--- src/core/bus_master_regs.vh ---
// timing counts and field positions for the bus cycle master
`ifndef BUS_MASTER_REGS_VH
`define BUS_MASTER_REGS_VH

// clock period in ns
`define CLK_PERIOD_NS        10
// address setup before cycle frame, ns
`define ADDR_SETUP_NS        75
`define ADDR_SETUP_CYC       ((`ADDR_SETUP_NS + `CLK_PERIOD_NS - 1) / `CLK_PERIOD_NS)
// address hold after cycle frame, ns
`define ADDR_HOLD_NS         25
`define ADDR_HOLD_CYC        ((`ADDR_HOLD_NS + `CLK_PERIOD_NS - 1) / `CLK_PERIOD_NS)
// frame to strobe / frame to write data, ns
`define FRAME_TO_STROBE_NS   100
`define FRAME_TO_STROBE_CYC  ((`FRAME_TO_STROBE_NS + `CLK_PERIOD_NS - 1) / `CLK_PERIOD_NS)
// write data stable to write strobe, ns
`define DATA_TO_STROBE_NS    100
`define DATA_TO_STROBE_CYC   ((`DATA_TO_STROBE_NS + `CLK_PERIOD_NS - 1) / `CLK_PERIOD_NS)
// reply to read sample and read strobe release, ns
`define READ_DESKEW_NS       200
`define READ_DESKEW_CYC      ((`READ_DESKEW_NS + `CLK_PERIOD_NS - 1) / `CLK_PERIOD_NS)
// reply to write strobe release, ns
`define WRITE_HOLD_NS        150
`define WRITE_HOLD_CYC       ((`WRITE_HOLD_NS + `CLK_PERIOD_NS - 1) / `CLK_PERIOD_NS)
// data hold after write strobe release, ns
`define DATA_HOLD_NS         100
`define DATA_HOLD_CYC        ((`DATA_HOLD_NS + `CLK_PERIOD_NS - 1) / `CLK_PERIOD_NS)
// frame hold after write strobe release, ns
`define FRAME_HOLD_NS        175
`define FRAME_HOLD_CYC       ((`FRAME_HOLD_NS + `CLK_PERIOD_NS - 1) / `CLK_PERIOD_NS)
// reply negation to write strobe in read-modify-write, ns
`define RMW_GAP_NS           200
`define RMW_GAP_CYC          ((`RMW_GAP_NS + `CLK_PERIOD_NS - 1) / `CLK_PERIOD_NS)
// frame idle time, ns
`define FRAME_IDLE_NS        200
`define FRAME_IDLE_CYC       ((`FRAME_IDLE_NS + `CLK_PERIOD_NS - 1) / `CLK_PERIOD_NS)
// reply negation to next frame, ns
`define REPLY_TO_FRAME_NS    300
`define REPLY_TO_FRAME_CYC   ((`REPLY_TO_FRAME_NS + `CLK_PERIOD_NS - 1) / `CLK_PERIOD_NS)
// reply timeout, ns (10 us)
`define TIMEOUT_NS           10000
`define TIMEOUT_CYC          ((`TIMEOUT_NS) / `CLK_PERIOD_NS)

// cycle kinds on the command port
`define KIND_READ            3'h0
`define KIND_WRITE           3'h1
`define KIND_WRITE_BYTE      3'h2
`define KIND_RMW             3'h3
`define KIND_RMW_BYTE        3'h4

// line positions
`define LINE_PAR_FORCE       16
`define LINE_PAR_ERR_HI      17
`define LINE_BYTE_SEL        0

`endif

--- src/core/pin_sync.v ---
// two flip-flop synchroniser for the incoming bus lines
`timescale 1ns/1ps
module pin_sync #(
    parameter WIDTH = 1
) (
    input  wire             clk,      // system clock
    input  wire             reset_n,  // synchronous reset, active low
    input  wire [WIDTH-1:0] din,      // asynchronous levels
    output reg  [WIDTH-1:0] dout      // synchronised levels
);
    reg [WIDTH-1:0] stage1;

    // ****************************************
    // two stages, first read only by second
    // ****************************************
    always @(posedge clk) begin
        if (!reset_n) begin
            stage1 <= {WIDTH{1'b0}};
            dout   <= {WIDTH{1'b0}};
        end else begin
            stage1 <= din;
            dout   <= stage1;
        end
    end
endmodule // pin_sync

--- src/core/bus_master.v ---
// bus master driving single data transfer cycles on the muxed backplane
`timescale 1ns/1ps
`include "bus_master_regs.vh"
module bus_master #(
    parameter TIMEOUT_CYCLES = `TIMEOUT_CYC
) (
    input  wire        clk,            // system clock
    input  wire        reset_n,        // synchronous reset, active low
    input  wire        cmd_valid,      // request a cycle
    output wire        cmd_ready,      // idle, request taken
    input  wire [2:0]  cmd_kind,       // cycle kind
    input  wire [21:0] cmd_addr,       // address
    input  wire        cmd_io_page,    // address lies in io page
    input  wire [15:0] cmd_wdata,      // write data
    input  wire        cmd_force_par,  // write a forced parity error
    input  wire        bus_granted,    // mastership held
    output reg         done,           // cycle ended, one pulse
    output reg         timed_out,      // cycle aborted, with done; a write timeout also pulses it once without done
    output reg  [15:0] rd_data,        // read data
    output reg  [1:0]  rd_parity,      // parity error lines
    input  wire [21:0] dal_in_n,       // address/data lines seen
    output reg  [21:0] dal_out_n,      // address/data drive value
    output reg  [21:0] dal_oe,         // address/data drive enable
    input  wire        frame_in_n,     // cycle_frame seen
    output wire        frame_out_n,    // cycle_frame drive value
    output reg         frame_oe,       // cycle_frame enable
    output wire        read_out_n,     // read_strobe drive value
    output reg         read_oe,        // read_strobe enable
    output wire        write_out_n,    // write_strobe drive value
    output reg         write_oe,       // write_strobe enable
    output wire        wbc_out_n,      // write_byte_control drive value
    output reg         wbc_oe,         // write_byte_control enable
    output wire        iops_out_n,     // io_page_select drive value
    output reg         iops_oe,        // io_page_select enable
    input  wire        reply_in_n      // slave_reply seen
);
    localparam S_IDLE    = 4'h0;
    localparam S_ADDR    = 4'h1;
    localparam S_AHOLD   = 4'h2;
    localparam S_RWAIT   = 4'h3;
    localparam S_RREPLY  = 4'h4;
    localparam S_RDROP   = 4'h5;
    localparam S_WDATA   = 4'h6;
    localparam S_WWAIT   = 4'h7;
    localparam S_WREPLY  = 4'h8;
    localparam S_WDROP   = 4'h9;
    localparam S_WHOLD   = 4'hA;
    localparam S_END     = 4'hB;

    reg  [3:0]  state;
    reg  [15:0] cnt;
    reg  [15:0] idle_cnt;
    reg  [15:0] since_reply;
    reg  [2:0]  kind;
    reg  [15:0] wdata;
    wire [21:0] dal_s;
    wire        frame_s;
    wire        reply_s;
    wire        is_write;
    wire        is_byte;
    wire        is_rmw;
    wire        bus_quiet;

    // ****************************************
    // input synchronisers, lines inverted to active high
    // ****************************************
    pin_sync #(.WIDTH(24)) u_sync (
        .clk     (clk),
        .reset_n (reset_n),
        .din     ({~dal_in_n, ~frame_in_n, ~reply_in_n}),
        .dout    ({dal_s, frame_s, reply_s})
    );

    // open collector: drive low only while enabled
    assign frame_out_n = 1'b0;
    assign read_out_n  = 1'b0;
    assign write_out_n = 1'b0;
    assign wbc_out_n   = 1'b0;
    assign iops_out_n  = 1'b0;

    // cycle decode
    assign is_write  = (kind == `KIND_WRITE) || (kind == `KIND_WRITE_BYTE);
    assign is_byte   = (kind == `KIND_WRITE_BYTE) || (kind == `KIND_RMW_BYTE);
    assign is_rmw    = (kind == `KIND_RMW) || (kind == `KIND_RMW_BYTE);
    assign bus_quiet = !frame_s && (idle_cnt >= `FRAME_IDLE_CYC)
                       && (since_reply >= `REPLY_TO_FRAME_CYC);
    assign cmd_ready = (state == S_IDLE) && bus_granted && bus_quiet;

    // ****************************************
    // spacing counters for frame and reply idle
    // ****************************************
    always @(posedge clk) begin
        if (!reset_n) begin
            idle_cnt    <= 16'h0000;
            since_reply <= 16'h0000;
        end else begin
            if (frame_oe || frame_s)
                idle_cnt <= 16'h0000;
            else if (idle_cnt != 16'hFFFF)
                idle_cnt <= idle_cnt + 16'h0001;
            if (reply_s)
                since_reply <= 16'h0000;
            else if (since_reply != 16'hFFFF)
                since_reply <= since_reply + 16'h0001;
        end
    end

    // ****************************************
    // cycle sequencer
    // ****************************************
    always @(posedge clk) begin
        if (!reset_n) begin
            state     <= S_IDLE;
            cnt       <= 16'h0000;
            kind      <= `KIND_READ;
            wdata     <= 16'h0000;
            done      <= 1'b0;
            timed_out <= 1'b0;
            rd_data   <= 16'h0000;
            rd_parity <= 2'h0;
            dal_out_n <= 22'h3FFFFF;
            dal_oe    <= 22'h000000;
            frame_oe  <= 1'b0;
            read_oe   <= 1'b0;
            write_oe  <= 1'b0;
            wbc_oe    <= 1'b0;
            iops_oe   <= 1'b0;
        end else begin
            done      <= 1'b0;
            timed_out <= 1'b0;
            cnt       <= cnt + 16'h0001;
            case (state)
                S_IDLE: begin
                    cnt <= 16'h0000;
                    if (cmd_valid && cmd_ready) begin
                        kind      <= cmd_kind;
                        wdata     <= cmd_wdata;
                        // line 16 carries the address on reads and read-modify-writes, forced parity on plain and byte writes
                        dal_out_n <= ~{cmd_addr[21:17],
                                       ((cmd_kind == `KIND_WRITE ||
                                         cmd_kind == `KIND_WRITE_BYTE) ?
                                           cmd_force_par : cmd_addr[16]),
                                       cmd_addr[15:0]};
                        dal_oe    <= 22'h3FFFFF;
                        iops_oe   <= cmd_io_page;
                        wbc_oe    <= (cmd_kind == `KIND_WRITE) ||
                                     (cmd_kind == `KIND_WRITE_BYTE);
                        state     <= S_ADDR;
                    end
                end
                S_ADDR: if (cnt >= `ADDR_SETUP_CYC - 1) begin
                    frame_oe <= 1'b1;
                    cnt      <= 16'h0000;
                    state    <= S_AHOLD;
                end
                S_AHOLD: if (cnt >= `ADDR_HOLD_CYC - 1) begin
                    dal_oe  <= 22'h000000;
                    iops_oe <= 1'b0;
                    wbc_oe  <= 1'b0;
                    state   <= is_write ? S_WDATA : S_RWAIT;
                end
                S_RWAIT: if (cnt >= `FRAME_TO_STROBE_CYC - 1) begin
                    read_oe <= 1'b1;
                    cnt     <= 16'h0000;
                    state   <= S_RREPLY;
                end
                S_RREPLY: begin
                    if (!reply_s && cnt >= TIMEOUT_CYCLES - 1) begin
                        read_oe   <= 1'b0;
                        frame_oe  <= 1'b0;
                        done      <= 1'b1;
                        timed_out <= 1'b1;
                        state     <= S_END;
                    end else if (!reply_s) begin
                        cnt <= cnt + 16'h0001;
                    end else if (cnt[15] == 1'b0) begin
                        cnt <= 16'h8000;                              // reply seen, restart
                    end else if (cnt >= 16'h8000 + `READ_DESKEW_CYC - 1) begin
                        rd_data   <= dal_s[15:0];
                        rd_parity <= dal_s[`LINE_PAR_ERR_HI:`LINE_PAR_FORCE];
                        read_oe   <= 1'b0;
                        state     <= S_RDROP;
                    end
                end
                S_RDROP: if (!reply_s) begin
                    cnt <= 16'h0000;
                    if (is_rmw) begin
                        wbc_oe    <= is_byte;
                        dal_out_n <= {6'h3F, ~wdata};
                        dal_oe    <= 22'h00FFFF;
                        state     <= S_WWAIT;
                    end else begin
                        frame_oe <= 1'b0;
                        done     <= 1'b1;
                        state    <= S_END;
                    end
                end
                S_WDATA: if (cnt >= `FRAME_TO_STROBE_CYC - 1) begin
                    dal_out_n <= {6'h3F, ~wdata};
                    dal_oe    <= 22'h00FFFF;
                    wbc_oe    <= is_byte;
                    cnt       <= 16'h0000;
                    state     <= S_WWAIT;
                end
                S_WWAIT: if (cnt >= (is_rmw ? `RMW_GAP_CYC : `DATA_TO_STROBE_CYC) - 1)
                begin
                    write_oe <= 1'b1;
                    cnt      <= 16'h0000;
                    state    <= S_WREPLY;
                end
                S_WREPLY: begin
                    if (!reply_s && cnt >= TIMEOUT_CYCLES - 1) begin
                        write_oe  <= 1'b0;
                        timed_out <= 1'b1;
                        cnt       <= 16'h0000;
                        state     <= S_WHOLD;
                    end else if (!reply_s) begin
                        cnt <= cnt + 16'h0001;
                    end else if (cnt[15] == 1'b0) begin
                        cnt <= 16'h8000;
                    end else if (cnt >= 16'h8000 + `WRITE_HOLD_CYC - 1) begin
                        write_oe <= 1'b0;
                        cnt      <= 16'h0000;
                        state    <= S_WDROP;
                    end
                end
                S_WDROP: begin
                    if (cnt >= `DATA_HOLD_CYC - 1)
                        dal_oe <= 22'h000000;
                    if (!reply_s && cnt >= `FRAME_HOLD_CYC - 1) begin
                        dal_oe   <= 22'h000000;
                        wbc_oe   <= 1'b0;
                        frame_oe <= 1'b0;
                        done     <= 1'b1;
                        state    <= S_END;
                    end
                end
                S_WHOLD: if (cnt >= `FRAME_HOLD_CYC - 1) begin       // timeout end
                    dal_oe    <= 22'h000000;
                    wbc_oe    <= 1'b0;
                    frame_oe  <= 1'b0;
                    done      <= 1'b1;
                    timed_out <= 1'b1;
                    state     <= S_END;
                end
                S_END: state <= S_IDLE;
                default: state <= S_IDLE;
            endcase
        end
    end
endmodule // bus_master

--- config.mk ---
export PLATFORM = sky130hd
export DESIGN_NAME = bus_master
export DESIGN_NICKNAME = d
export VERILOG_FILES = /design/src/core/pin_sync.v /design/src/core/bus_master.v
export VERILOG_INCLUDE_DIRS = /design/src /design/src/core
export SDC_FILE = /design/constraint.sdc
export NUM_CORES = 1
export LEC_CHECK = 0
export BUFFER_PORTS_ARGS = -buffer_cell sky130_fd_sc_hd__buf_2
export CAP_MARGIN = 20
export CELL_PAD_IN_SITES_DETAIL_PLACEMENT = 0
export CELL_PAD_IN_SITES_GLOBAL_PLACEMENT = 1
export CORE_MARGIN = 2
export CORE_UTILIZATION = 45
export CTS_BUF_LIST = sky130_fd_sc_hd__clkbuf_4
export CTS_CLUSTER_SIZE = 30
export DETAILED_ROUTE_END_ITERATION = 6
export PLACE_DENSITY_LB_ADDON = 0.1
export SLEW_MARGIN = 20
export SYNTH_ARGS = -nofsm -noshare
export SYNTH_HDL_FRONTEND = slang
export SYNTH_SLANG_ARGS = --single-unit
--- constraint.sdc ---
create_clock -name clk -period 3.8 [get_ports clk]
set_input_delay 1.14 -clock clk [delete_from_list [all_inputs] [get_ports clk]]
set_output_delay 1.14 -clock clk [all_outputs]
set_load 0.1 [all_outputs]
==> flow_summary.yaml <==
layout:
  layout_commonest_cell: "dfxtp_1"
  layout-drive-gt1-share: 0.2099
  layout_common_cells: "160 x dfxtp_1, 136 x buf_2, 126 x nor2_1"
  area_growth_pct: 12.75
  nFillCells: 1559
  fin_nets: 1016
status:
  status: "finished, final reports clean"
clocking:
  cts_root_buf: "clkbuf_4"
  h-tree-depth: 4
  postCtsResizedCells: 0
  cts_tree: "yes"
  cts.sink_count: 160
  path_clk_slew_ps: 160
  clockBufferDepth: 2
  cts_buffers: 17
  insertion_delay_ps: 570
detailed_routing:
  first_iter_violations: 301
  vias: 6031
  drtPass1Iterations: 6
  wl_per_cell_um: 14.72
  vias_per_cell: 5.177
  wl_um: 17150
  ant_nets: 0
  route.detailed.drc: 0
sta:
  period_needed_ps: 3582
  whs_ps: 436.7
  rsz0062_at_grt: "false"
  finalSetupTns_ps: 0
  fin_crit_sh: 0.9427
  final-setup-viol-count: 0
  timing_hold_violations_final: 0
  max_freq_ghz: 0.2792
  slew_headroom: 0.5232
  maxSlewViolCount: 0
  finClkSkew_ps: 26.40
  tightest_slew_ps: 697.2
logic_synthesis:
  synthesis.area_um2: 7152
  ys_warn_count: 0
  ys_seq_elements: 160
  postSynthCellCount: 832
  avgSynthCellArea_um2: 8.596
  synth.top_cells.by_area: "dfxtp_1 45%, nor2_1 6.7%, nand2_1 6.0%"
  synth_top_area_cell: "dfxtp_1"
  synth_edf_count: 0
  ys_types: 67
  synth-main-ff-cell: "dfxtp_1"
  synth-seq-area-share: 0.4479
  async_flop_share: 0
  synthDominantCellAreaShare: 0.4479
critical_path:
  critPathCaptureType: "output port"
  cp.arrival_ps: 2440
  cp_top_family: "simple AND/OR/NAND/NOR gates"
  cp-start-kind: "flop"
  path_class: "flop to output port"
  cp.required_ps: 2660
  critPathMaxFanout: 5
  crit_slowest_cell: "nor4_1"
  crit_path_cell_trace: "nor4_1 -> o211ai_1 -> buf_4 -> nor3b_2 -> buf_2"
  cp_num_buf_inv: 2
  critPathMaxStageDelay_ps: 530
floorplanning:
  io_pins: 146
  die_w_um: 130.1
  die_area_um2: 16920
  fp-row-count: 46
  fp.coreArea_um2: 15710
  initial_core_util: 0.4552
  die_h_um: 130.1
grt:
  grt_max_degree: 67
  antenna_found_initial: 1
  grt_pass1_wl_um: 27180
  grt_overflow: 0
  grt_pass1_vias: 5601
  grt_usage: 0.2020
power:
  leakagePower_nw: 3.406
  finalPower_mw: 3.042
  p_per_area_nw_per_um2: 377.2
  peakVddDrop_mv: 0.1944
placement:
  place_congestion: 0.8840
  portBuffers: 136
  dp.final_hpwl_um: 12060
run:
  maxCapViolCount: 0
hold_path:
  hold_class: "flop to flop"
## layout make-up
cell class | instances | area [µm²] | share of cell area
repair buffers | 149 | 778.2 | 0.09651
well taps | 216 | 270.3 | 0.03351
clock buffers | 17 | 127.6 | 0.01583
clock inverters | 15 | 177.7 | 0.02203
diodes | 1 | 2.502 | 0.0003103
multi-input cells | 592 | 3448 | 0.4276
flip-flops and latches | 160 | 3203 | 0.3972
inverters | 15 | 56.30 | 0.006982
## state kept, by name, summed over array words and instances (netlist names)
| register | count |
|---|---|
| u_sync.dout | 20 |
| cnt | 16 |
| idle_cnt | 16 |
| done | 1 |
| write_oe | 1 |
| iops_oe | 1 |
| read_oe | 1 |
| state | 4 |
| rd_data | 16 |
| kind | 3 |
| rd_parity | 2 |
| since_reply | 16 |
| dal_out_n | 22 |
| wbc_oe | 1 |
| timed_out | 1 |
| u_sync.stage1 | 20 |
| wdata | 16 |
| frame_oe | 1 |
| dal_oe | 2 |
## path summary, 6_finish.rpt
kind / from / to / slack (ps) / cells after the start
worst min register to register: u_sync.stage1[7] / u_sync.dout[7] / 440 / 1
worst min-delay path: u_sync.stage1[7] / u_sync.dout[7] / 440 / 1
worst max register to register: cnt[1] / dal_out_n[3] / 930 / 9
worst max-delay path: state[0] / cmd_ready / 220 / 5
## logic make-up after synthesis
kind of cell | after synthesis | synth area share
adder cells (fa/ha/maj) | 10 | 0.01749
XOR/XNOR | 34 | 0.04164
AO/OA/AOI/OAI | 124 | 0.1158
flip-flops | 160 | 0.4479
multiplexers | 40 | 0.05616
AND/OR/NAND/NOR | 379 | 0.2467
other | 1 | 0.0005243
buffers and inverters | 84 | 0.07383
## cell usage after synthesis (4+ instances only)
cell type / number
dfxtp_1: 160
nor2_1: 127
nand2_1: 115
mux2i_1: 39
a21oi_1: 31
buf_4: 29
nand3_1: 26
o21ai_0: 26
clkbuf_1: 23
and2_1: 22
xor2_1: 21
o211ai_1: 18
nor3_1: 17
inv_1: 15
xnor2_1: 13
nand4_1: 12
ha_1: 10
nor4_1: 10
or3_1: 10
and3_1: 9
nand2b_1: 7
clkbuf_8: 6
o21a_1: 6
a211oi_1: 5
a31oi_1: 5
and4_1: 5
buf_2: 5
buf_6: 5
nor2b_1: 4
o22ai_1: 4
## worst register-to-register path, cell delays in order, from the launching register on
cell      delay [ps]
dfxtp_1          560
inv_1            120
ha_1             190
or3b_2           470
a21o_2           290
nor4_1           220
o21ai_1          170
o21ai_2          230
buf_4            350
o211ai_1         150
## layer usage
metal | global-route usage | wire [µm] | part of all wire
met2 | 0.3252 | 8248 | 0.48
met3 | 0.05125 | 893 | 0.052
met5 | 0 | 0 | 0
met1 | 0.2631 | 7791 | 0.45
met4 | 0.07400 | 216 | 0.013
## where the power goes
part           internal (mW)  total [mW]  switching [mW]
clock network          0.317        1.06           0.739
registers               1.71        1.73          0.0212
logic                 0.0865       0.254           0.167
total                   2.11        3.04           0.927
## metrics by stage
step / util / cell area, µm² / setup WS (ps) / instances
final: 0.5132 / 8064 / 217.7 / 1165
after detailed placement: 0.4932 / 7749 / 664.4 / 1131
after global routing: 0.5132 / 8064 / 50.91 / 1165
after global placement: 0.4932 / 7749 / 714.8 / 1131
after floorplan: - / 7172 / 326.8 / 836
after CTS: 0.5131 / 8061 / 194.2 / 1164
## what timing repair did
action,CTS,global route
setup endpoints to repair,1,0
hold buffers,0,0
buffers inserted,1,0
Power figures use the tool's default switching activity.
